File: src/slef_pkg.sv
// Constants and types shared by the serial line echo front end
// Overview of operation
// (RULE_01) Link runs 9600 baud, 8N1, both directions
// (RULE_02) Rate and frame format are fixed constants
// (RULE_03) Host should match rate and frame format
// (RULE_04) Other characters stored, pointer advanced, echoed
// (RULE_05) Backspace: pointer back, send 08 20 08
// (RULE_06) CR or LF hands line to parser
// (RULE_07) Parser replies are sent back immediately
// (RULE_08) After execution send CR, LF, '>' prompt
// (RULE_09) Host may send a message at any time
// (RULE_10) Echo confirms reception, no hardware handshake
// (RULE_11) Host ends each message with a terminator
// (RULE_12) Host separates one parameter by a space
// (RULE_13) Host starts common commands with asterisk
// (RULE_14) Host may send each command per line
// (RULE_15) Terminator is LF, CR, or CR LF
// (RULE_16) Backspace on empty line keeps pointer zero
// (RULE_17) Full line drops characters until terminator
package slef_pkg;

  ////////////////////////////////////////////////////////////////////////////
  // Link timing, fixed at build time
  localparam int CLK_HZ    = 125_000_000;
  localparam int BAUD_RATE = 9600;
  localparam int DATA_BITS = 8;
  localparam int STOP_BITS = 1;
  localparam int CNT_W     = 16;
  // Clock cycles per bit, rounded to nearest
  localparam logic [CNT_W-1:0] BIT_CYC_DEF =
    CNT_W'((CLK_HZ + BAUD_RATE / 2) / BAUD_RATE);
  // Bits sent after start: data then stop
  localparam logic [3:0] TX_BITS = 4'(DATA_BITS + STOP_BITS);
  localparam logic [3:0] RX_LAST = 4'(DATA_BITS);

  ////////////////////////////////////////////////////////////////////////////
  // Character codes
  localparam logic [7:0] CH_BS = 8'h08;
  localparam logic [7:0] CH_SP = 8'h20;
  localparam logic [7:0] CH_CR = 8'h0d;
  localparam logic [7:0] CH_LF = 8'h0a;
  localparam logic [7:0] CH_GT = 8'h3e;

  ////////////////////////////////////////////////////////////////////////////
  // Buffer sizes
  localparam int LINE_DEPTH = 64;
  localparam int ADDR_W     = 6;
  localparam int PTR_W      = 7;
  localparam logic [PTR_W-1:0] PTR_FULL = PTR_W'(LINE_DEPTH);
  localparam int TXQ_DEPTH  = 16;
  localparam int TXQ_W      = 8;

  ////////////////////////////////////////////////////////////////////////////
  // Line editor states
  typedef enum logic [2:0] {
    ST_IDLE  = 3'h0,
    ST_PARSE = 3'h1,
    ST_PR_CR = 3'h3,
    ST_PR_LF = 3'h2,
    ST_PR_GT = 3'h6,
    ST_BS_A  = 3'h4,
    ST_BS_SP = 3'h5,
    ST_BS_B  = 3'h7
  } slef_state_t;

endpackage

File: src/slef_fifo.sv
// Transmit queue FIFO with valid/ready on both sides
`timescale 1ns/1ps
module slef_fifo #(
  parameter int W = 8,
  parameter int D = 16
) (
  input  wire logic         clk,
  input  wire logic         rst_n,
  input  wire logic         in_valid,
  output logic              in_ready,
  input  wire logic [W-1:0] in_data,
  output logic              out_valid,
  input  wire logic         out_ready,
  output logic [W-1:0]      out_data
);
  localparam int AW = $clog2(D);

  logic [W-1:0] mem [D];
  logic [AW:0]  wptr;
  logic [AW:0]  rptr;
  logic [AW:0]  next_wptr;
  logic [AW:0]  next_rptr;
  logic         push;
  logic         pop;

  ////////////////////////////////////////////////////////////////////////////
  // Full and empty from pointers with wrap bit
  always_comb begin
    out_valid = (wptr != rptr);
    in_ready  = (wptr != {~rptr[AW], rptr[AW-1:0]});
    out_data  = mem[rptr[AW-1:0]];
    push      = in_valid && in_ready;
    pop       = out_valid && out_ready;
    next_wptr = push ? wptr + 1'b1 : wptr;
    next_rptr = pop ? rptr + 1'b1 : rptr;
  end

  // Pointer registers
  always_ff @(posedge clk or negedge rst_n) begin
    if (!rst_n) begin
      wptr <= '0;
      rptr <= '0;
    end else begin
      wptr <= next_wptr;
      rptr <= next_rptr;
    end
  end

  // Storage array
  always_ff @(posedge clk) begin
    if (push) begin
      mem[wptr[AW-1:0]] <= in_data;
    end
  end

endmodule

File: src/slef_top.sv
// Serial line echo front end: receiver, line editor, transmitter
`timescale 1ns/1ps
module slef_top
  import slef_pkg::*;
#(
  parameter logic [CNT_W-1:0] BIT_CYC = BIT_CYC_DEF
) (
  input  wire logic              mclk,
  input  wire logic              rst_n,
  input  wire logic              rxd,
  output logic                   txd,
  output logic                   cmd_valid,
  input  wire logic              cmd_ready,
  output logic [PTR_W-1:0]       cmd_len,
  input  wire logic [ADDR_W-1:0] cmd_rd_addr,
  output logic [7:0]             cmd_rd_data,
  input  wire logic              exec_done,
  input  wire logic              rsp_valid,
  input  wire logic [7:0]        rsp_data,
  output logic                   rsp_ready
);

  ////////////////////////////////////////////////////////////////////////////
  // Reset release through two flops
  logic rst_meta_n;
  logic rst_sync_n;

  always_ff @(posedge mclk or negedge rst_n) begin
    if (!rst_n) begin
      rst_meta_n <= 1'b0;
      rst_sync_n <= 1'b0;
    end else begin
      rst_meta_n <= 1'b1;
      rst_sync_n <= rst_meta_n;
    end
  end

  ////////////////////////////////////////////////////////////////////////////
  // Receiver: 8N1 sampled mid-bit, fixed rate
  logic             rx_busy;
  logic [CNT_W-1:0] rx_cnt;
  logic [3:0]       rx_bit;
  logic [7:0]       rx_shift;
  logic             rx_pend;
  logic [7:0]       rx_char;
  logic             next_rx_busy;
  logic [CNT_W-1:0] next_rx_cnt;
  logic [3:0]       next_rx_bit;
  logic [7:0]       next_rx_shift;
  logic             next_rx_pend;
  logic [7:0]       next_rx_char;
  logic             rx_take;

  // Bit timing and capture; a received byte waits in rx_char
  always_comb begin
    next_rx_busy  = rx_busy;
    next_rx_cnt   = rx_cnt;
    next_rx_bit   = rx_bit;
    next_rx_shift = rx_shift;
    next_rx_char  = rx_char;
    next_rx_pend  = rx_pend && !rx_take;
    if (!rx_busy) begin
      if (!rxd) begin // RULE_09
        next_rx_busy = 1'b1;
        next_rx_cnt  = {1'b0, BIT_CYC[CNT_W-1:1]};
        next_rx_bit  = 4'h0;
      end
    end else if (rx_cnt != '0) begin
      next_rx_cnt = rx_cnt - 1'b1;
    end else begin
      next_rx_cnt = BIT_CYC - 1'b1; // RULE_01
      if (rx_bit == 4'h0) begin
        // A start bit that vanished was a glitch
        next_rx_busy = !rxd;
        next_rx_bit  = 4'h1;
      end else if (rx_bit <= RX_LAST) begin
        next_rx_shift = {rxd, rx_shift[7:1]};
        next_rx_bit   = rx_bit + 1'b1;
      end else begin
        next_rx_busy = 1'b0;
        if (rxd) begin // RULE_01
          // New byte wins over the take of the old one
          next_rx_pend = 1'b1;
          next_rx_char = rx_shift;
        end
      end
    end
  end

  // Receiver registers
  always_ff @(posedge mclk or negedge rst_sync_n) begin
    if (!rst_sync_n) begin
      rx_busy  <= 1'b0;
      rx_cnt   <= '0;
      rx_bit   <= 4'h0;
      rx_shift <= 8'h00;
      rx_pend  <= 1'b0;
      rx_char  <= 8'h00;
    end else begin
      rx_busy  <= next_rx_busy;
      rx_cnt   <= next_rx_cnt;
      rx_bit   <= next_rx_bit;
      rx_shift <= next_rx_shift;
      rx_pend  <= next_rx_pend;
      rx_char  <= next_rx_char;
    end
  end

  ////////////////////////////////////////////////////////////////////////////
  // Transmit queue between editor and transmitter
  logic       q_in_valid;
  logic       q_in_ready;
  logic [7:0] q_in_data;
  logic       q_out_valid;
  logic       q_out_ready;
  logic [7:0] q_out_data;

  slef_fifo #(
    .W (TXQ_W),
    .D (TXQ_DEPTH)
  ) u_txq (
    .clk       (mclk),
    .rst_n     (rst_sync_n),
    .in_valid  (q_in_valid),
    .in_ready  (q_in_ready),
    .in_data   (q_in_data),
    .out_valid (q_out_valid),
    .out_ready (q_out_ready),
    .out_data  (q_out_data)
  );

  ////////////////////////////////////////////////////////////////////////////
  // Transmitter: start, 8 data LSB first, 1 stop
  logic             tx_busy;
  logic [CNT_W-1:0] tx_cnt;
  logic [3:0]       tx_bits;
  logic [8:0]       tx_shift;
  logic             tx_line;
  logic             next_tx_busy;
  logic [CNT_W-1:0] next_tx_cnt;
  logic [3:0]       next_tx_bits;
  logic [8:0]       next_tx_shift;
  logic             next_tx_line;

  assign q_out_ready = !tx_busy;
  assign txd         = tx_line;

  // Bit divider gives one enable per bit time
  always_comb begin
    next_tx_busy  = tx_busy;
    next_tx_cnt   = tx_cnt;
    next_tx_bits  = tx_bits;
    next_tx_shift = tx_shift;
    next_tx_line  = tx_line;
    if (!tx_busy) begin
      if (q_out_valid) begin
        next_tx_busy  = 1'b1;
        next_tx_line  = 1'b0;
        next_tx_shift = {1'b1, q_out_data};
        next_tx_bits  = TX_BITS; // RULE_01
        next_tx_cnt   = BIT_CYC - 1'b1; // RULE_02
      end
    end else if (tx_cnt != '0) begin
      next_tx_cnt = tx_cnt - 1'b1;
    end else if (tx_bits != 4'h0) begin
      next_tx_line  = tx_shift[0];
      next_tx_shift = {1'b1, tx_shift[8:1]};
      next_tx_bits  = tx_bits - 1'b1;
      next_tx_cnt   = BIT_CYC - 1'b1;
    end else begin
      next_tx_busy = 1'b0; // Stop bit time has elapsed
    end
  end

  // Transmitter registers; line idles high
  always_ff @(posedge mclk or negedge rst_sync_n) begin
    if (!rst_sync_n) begin
      tx_busy  <= 1'b0;
      tx_cnt   <= '0;
      tx_bits  <= 4'h0;
      tx_shift <= 9'h1ff;
      tx_line  <= 1'b1;
    end else begin
      tx_busy  <= next_tx_busy;
      tx_cnt   <= next_tx_cnt;
      tx_bits  <= next_tx_bits;
      tx_shift <= next_tx_shift;
      tx_line  <= next_tx_line;
    end
  end

  ////////////////////////////////////////////////////////////////////////////
  // Line editor
  logic [7:0]       line_mem [LINE_DEPTH];
  slef_state_t      st;
  slef_state_t      next_st;
  logic [PTR_W-1:0] ptr;
  logic [PTR_W-1:0] next_ptr;
  logic             last_cr;
  logic             next_last_cr;
  logic             next_cmd_valid;
  logic             wr_en;

  assign cmd_len = ptr;

  // Character handling, erase sequence, parser hand-off and prompt
  always_comb begin
    next_st        = st;
    next_ptr       = ptr;
    next_last_cr   = last_cr;
    next_cmd_valid = cmd_valid;
    q_in_valid     = 1'b0;
    q_in_data      = 8'h00;
    rx_take        = 1'b0;
    wr_en          = 1'b0;
    rsp_ready      = 1'b0;
    unique case (st)
      ST_IDLE: begin
        if (rx_pend) begin
          if (rx_char == CH_BS) begin
            rx_take      = 1'b1;
            next_last_cr = 1'b0;
            if (ptr != '0) begin // RULE_16
              next_ptr = ptr - 1'b1; // RULE_05
              next_st  = ST_BS_A;
            end
          end else if (rx_char == CH_LF && last_cr) begin
            rx_take      = 1'b1; // RULE_15
            next_last_cr = 1'b0;
          end else if (rx_char == CH_CR || rx_char == CH_LF) begin
            rx_take        = 1'b1;
            next_last_cr   = (rx_char == CH_CR); // RULE_15
            next_cmd_valid = 1'b1; // RULE_06
            next_st        = ST_PARSE;
          end else if (ptr == PTR_FULL) begin
            rx_take      = 1'b1; // RULE_17
            next_last_cr = 1'b0;
          end else begin
            // Echo waits for room in the queue
            q_in_valid = 1'b1; // RULE_10
            q_in_data  = rx_char; // RULE_04
            if (q_in_ready) begin
              rx_take      = 1'b1;
              wr_en        = 1'b1; // RULE_04
              next_ptr     = ptr + 1'b1; // RULE_04
              next_last_cr = 1'b0;
            end
          end
        end
      end
      ST_BS_A: begin
        q_in_valid = 1'b1;
        q_in_data  = CH_BS; // RULE_05
        if (q_in_ready) begin
          next_st = ST_BS_SP;
        end
      end
      ST_BS_SP: begin
        q_in_valid = 1'b1;
        q_in_data  = CH_SP; // RULE_05
        if (q_in_ready) begin
          next_st = ST_BS_B;
        end
      end
      ST_BS_B: begin
        q_in_valid = 1'b1;
        q_in_data  = CH_BS; // RULE_05
        if (q_in_ready) begin
          next_st = ST_IDLE;
        end
      end
      ST_PARSE: begin
        // Replies pass straight to the queue
        q_in_valid = rsp_valid; // RULE_07
        q_in_data  = rsp_data; // RULE_07
        rsp_ready  = q_in_ready; // RULE_07
        if (cmd_valid && cmd_ready) begin
          next_cmd_valid = 1'b0;
        end
        if (exec_done && !cmd_valid) begin
          next_ptr = '0;
          next_st  = ST_PR_CR; // RULE_08
        end
      end
      ST_PR_CR: begin
        q_in_valid = 1'b1;
        q_in_data  = CH_CR; // RULE_08
        if (q_in_ready) begin
          next_st = ST_PR_LF;
        end
      end
      ST_PR_LF: begin
        q_in_valid = 1'b1;
        q_in_data  = CH_LF; // RULE_08
        if (q_in_ready) begin
          next_st = ST_PR_GT;
        end
      end
      ST_PR_GT: begin
        q_in_valid = 1'b1;
        q_in_data  = CH_GT; // RULE_08
        if (q_in_ready) begin
          next_st = ST_IDLE;
        end
      end
    endcase
  end

  // Editor registers
  always_ff @(posedge mclk or negedge rst_sync_n) begin
    if (!rst_sync_n) begin
      st        <= ST_IDLE;
      ptr       <= '0;
      last_cr   <= 1'b0;
      cmd_valid <= 1'b0;
    end else begin
      st        <= next_st;
      ptr       <= next_ptr;
      last_cr   <= next_last_cr;
      cmd_valid <= next_cmd_valid;
    end
  end

  // Line buffer write and parser read port
  always_ff @(posedge mclk) begin
    if (wr_en) begin
      line_mem[ptr[ADDR_W-1:0]] <= rx_char; // RULE_04
    end
    cmd_rd_data <= line_mem[cmd_rd_addr];
  end

endmodule

File: config.mk
export PLATFORM = sky130hd
export DESIGN_NAME = slef_top
export DESIGN_NICKNAME = d
export VERILOG_FILES = /design/src/slef_pkg.sv /design/src/slef_fifo.sv /design/src/slef_top.sv
export SDC_FILE = /design/constraint.sdc
export NUM_CORES = 1
export LEC_CHECK = 0
export BUFFER_PORTS_ARGS = -buffer_cell sky130_fd_sc_hd__buf_2
export CAP_MARGIN = 0
export CELL_PAD_IN_SITES_DETAIL_PLACEMENT = 1
export CELL_PAD_IN_SITES_GLOBAL_PLACEMENT = 1
export CORE_AREA = 2 2 237 239
export DETAILED_ROUTE_END_ITERATION = 16
export DIE_AREA = 0 0 239 241
export PLACE_DENSITY_LB_ADDON = 0.2
export SLEW_MARGIN = 10
export SYNTH_ARGS = -nofsm -noshare
export SYNTH_HDL_FRONTEND = slang
export SYNTH_SLANG_ARGS = --single-unit
File: constraint.sdc
create_clock -name mclk -period 5.15 [get_ports mclk]
set_input_delay 0.2575 -clock mclk [delete_from_list [all_inputs] [get_ports mclk]]
set_output_delay 0.2575 -clock mclk [all_outputs]
set_load 0.005 [all_outputs]
==> results.md <==
- Sw Ratio: 21.76%
- Grt total ovfl: 0
- Final TNS setup: 0 ns
- Number of detailed-route iterations in the first pass: 5
- Syn avg cell area: 18.09 sq um
- Crit. End Element: flop
- Layout cells sized above 1: 22.83%
- Post-synth EDFFs: 640
- Slowest cell on crit path: nor2_1
- CP bufs+invs: 0
- Slew HR: 32.63%
- Post-route insts no fill: 2482
- Most used cell, CP: nor2_1
- I/O Pins: 38
- Total core area: 0.05488 sq mm
- Placed Cells: 2339
- Post-synth cell types: 78
- Asr flop ratio synth: 12.43%
- Vias in the first global route: 16.50k
- Root Driver: clkbuf_16
- Critical path fanouts, max: 17
- Final core utilization: 61.12%
- # DRC: 0
- Mapped Area: 0.03000 sq mm
- RD Place Congestion: 0.8059
- Longest Clk Path Bufs: 3
- Clk pwr share: 43.3%
- Avg Vias per Cell: 6.295
- Initial antenna violation count: 1
- Post-DP HPWL: 45210 microns
- Maxcap violations: 0
- Top-area cell type share of the netlist area: 64.07%
- Hold Violations, Final: 0
- Syn Nets: 1696
- Slew Viols, Final: 0
- Initial Util: 54.66%
- Vias post-DR: 15.63k
- Outcome: completed
- Final nets: 1755
- Worst Skew: 0.03277 ns
- Antenna-violating nets left: 0
- RSZ-0062 raised after global routing: no
- Ratio of final minimum period to clock period: 81.32%
- Worst path cell trace: or2_2 > nor2_1 > and3_1 > nor2b_1 > nand4b_2 > nor2_1
- Cell Int Power: 10.33 mW
- Yosys reg bits: 740
- Final min period: 4.188 ns
- P per Cell Area: 393.7 mW/mm^2
- Largest net degree at the start of global routing: 70
- Site Rows: 86
- HP Start: exec_done
- Sequential-to-total area share from yosys stat: 72.32%
- DRT iter0 DRCs: 1457
- RR Startpoint: st[1]$_DFFE_PN0P_
- Clock transition at path regs: 0.06 ns
- Die H: 241 microns
- Num CTS Buffers: 76
- Leak: 9.902 nW
- Gate Count Post-Synth: 1658
- Dominant synthesized flop cell: edfxtp_1
- Htree depth: 3
- Die area: 0.05760 sq mm
- Synth area leader: edfxtp_1
- WL/cell: 29.37 microns
- Total number of yosys warnings: 0
- Worst setup path startpoint: st[1]$_DFFE_PN0P_
- Antenna diodes: 0
- Die width: 239 microns
- NetSw: 2.873 mW
- Setup violators final: 0
- Port Buffer Count: 37
- Global router's overall resource usage: 26.39%
- Worst-Skew Late Latency: 0.63 ns
- Crit path max-delay family: simple AND/OR/NAND/NOR gates
- Ranking of synthesized cells by area: edfxtp_1 64%, mux4_2 12%, dfrtp_1 6.9%, nor2_1 1.5%, mux2i_1 1.1%
- Sequential share of power: 50.6%
- Max VDD drop: 0.3063 mV
- Startpoint types: flop
- Clock sink count: 740
- Max frequency: 238.8 MHz
- Logic pwr share: 6.1%
- Final WL: 72900 microns
- Area growth from synthesis to layout: 11.82%
- Worst Tran Pin Value: 1.011 ns
- First-pass GRT wire length: 109700 microns
- Worst EP arrival: 4.42 ns
- Crit Path Class: flop to flop
- Crit-path max cell delay: 0.79 ns
- WP data required: 5.38 ns
- CTS tree: built
- Hold crit path type: input port to flop
[cell type report]
| cell class | count | area (sq um) |
|---|---|---|
| multi-input cells | 810 | 7801 |
| inverters | 23 | 86.33 |
| clock buffers | 102 | 2112 |
| well taps | 704 | 880.8 |
| flip-flops and latches | 740 | 21710 |
| clock inverters | 37 | 503.0 |
| repair buffers | 66 | 449.2 |
| fillers | 4765 | 21340 |
[flip-flops by register name, indices dropped and copies added, names as in the netlist, 4 cells and up]
register	count
line_mem	512
u_txq.mem	128
rx_cnt	16
tx_cnt	16
cmd_rd_data	8
rx_char	8
rx_shift	8
tx_shift	8
cmd_len	7
u_txq.rptr	5
u_txq.wptr	5
rx_bit	4
tx_bits	4
[metrics by stage]
stage	worst slack, ns	instance area [sq um]	hold slack, ns	power (mW)
2_1_floorplan	1.558	30000	-0.03809	7.396
3_3_place_gp	1.259	30880	0.04228	7.583
3_5_place_dp	1.047	30880	0.04782	7.613
4_1_cts	0.9702	33540	0.07766	13.30
5_1_grt	0.7665	33540	0.1118	13.59
6_report	0.9620	33540	0.1029	13.21
[cells in the final DEF, fill, tap and decap left out, types with 20 or more instances in the layout]
cell type  count
a21oi_1       56
buf_4         25
mux2i_1       32
mux4_2       158
nand2_1       63
dfrtp_1       73
inv_1         23
o21ai_0       27
nor2_1       122
o22ai_1       39
edfxtp_1     640
clkbuf_16     78
xor2_1        20
buf_2         34
[synth_stat cells (6+ instances only)]
master    count
a211oi_1     17
nand3b_1      7
nor2_1      122
a21oi_1      56
o21ai_0      27
mux2i_1      32
mux2_2       16
or4_1         7
ha_1         17
nor3b_1       6
buf_4        13
nand2_1      63
inv_1        23
nor2b_1      13
dfxtp_1       8
nand2b_1     16
xor2_1       20
a22o_1        6
buf_2        25
nand3_1       9
or3_1         7
a21o_1        8
mux4_2      158
edfxtp_1    640
xnor2_1      11
clkbuf_1     36
and3_1        9
buf_1         8
nand4_1       9
dfstp_2       9
o22ai_1      39
dfrtp_1      83
nor3_1       16
o31ai_1       8
and2_1       10
nor4_1        7
a31oi_1      11
[power groups by stage]
stage	registers (mW)	clock network (mW)	logic [mW]
after floorplan	6.76	0	0.635
after global placement	6.79	0	0.790
after detailed placement	6.80	0	0.812
after CTS	6.68	5.80	0.820
after global routing	6.70	6.01	0.884
final	6.68	5.72	0.803
[worst min-delay path, cell delays in order]
cell and delay, ns:
buf_2 0.10, a21o_1 0.11, a31oi_1 0.07, a31oi_1 0.14
[path summary, 6_finish.rpt]
check	end	slack (ns)	depth (start not counted)
max in group asynchronous	u_txq.rptr[1]$_DFFE_PN0P_	3.77	1
worst max-delay path	line_mem[37][1]$_DFFE_PP_	0.96	6
min in group asynchronous	rx_shift[5]$_DFFE_PN0P_	0.35	0
worst min register to register	rx_shift[5]$_DFFE_PN0P_	0.35	0
worst min-delay path	st[1]$_DFFE_PN0P_	0.10	4
worst max register to register	line_mem[37][1]$_DFFE_PP_	0.96	6
[layer usage]
| metal | GRT usage (%) | vias to the layer above | share of wire [%] |
|---|---|---|---|
| met3 | 4.941 | 129 | 6.7 |
| met2 | 43.30 | 586 | 49 |
| li1 | - | 6791 | - |
| met5 | 0 | - | 0.015 |
| met4 | 7.992 | 2 | 2.9 |
| met1 | 36.45 | 8117 | 41 |
[logic make-up (layout without fill, tap and decap cells)]
logic type / Yosys count / after routing / synth area share, %
AOI/OAI and AO/OA: 208 / 208 / 4.526
and+or+nand+nor: 346 / 346 / 6.257
buffers and inverters: 108 / 228 / 1.673
muxes: 206 / 206 / 13.53
DFF: 740 / 740 / 72.32
other: 1 / 1 / 0.01250
xor gates and xnor gates: 31 / 31 / 0.9052
adders and majority gates: 18 / 18 / 0.7759
[repair_timing]
item | CTS | global route
buffers inserted | 0 | 0
gates resized for setup | 0 | 0
hold buffers | 4 | 0
endpoints found under the hold margin | 4 | 0
(Power assumes the default switching activity.)
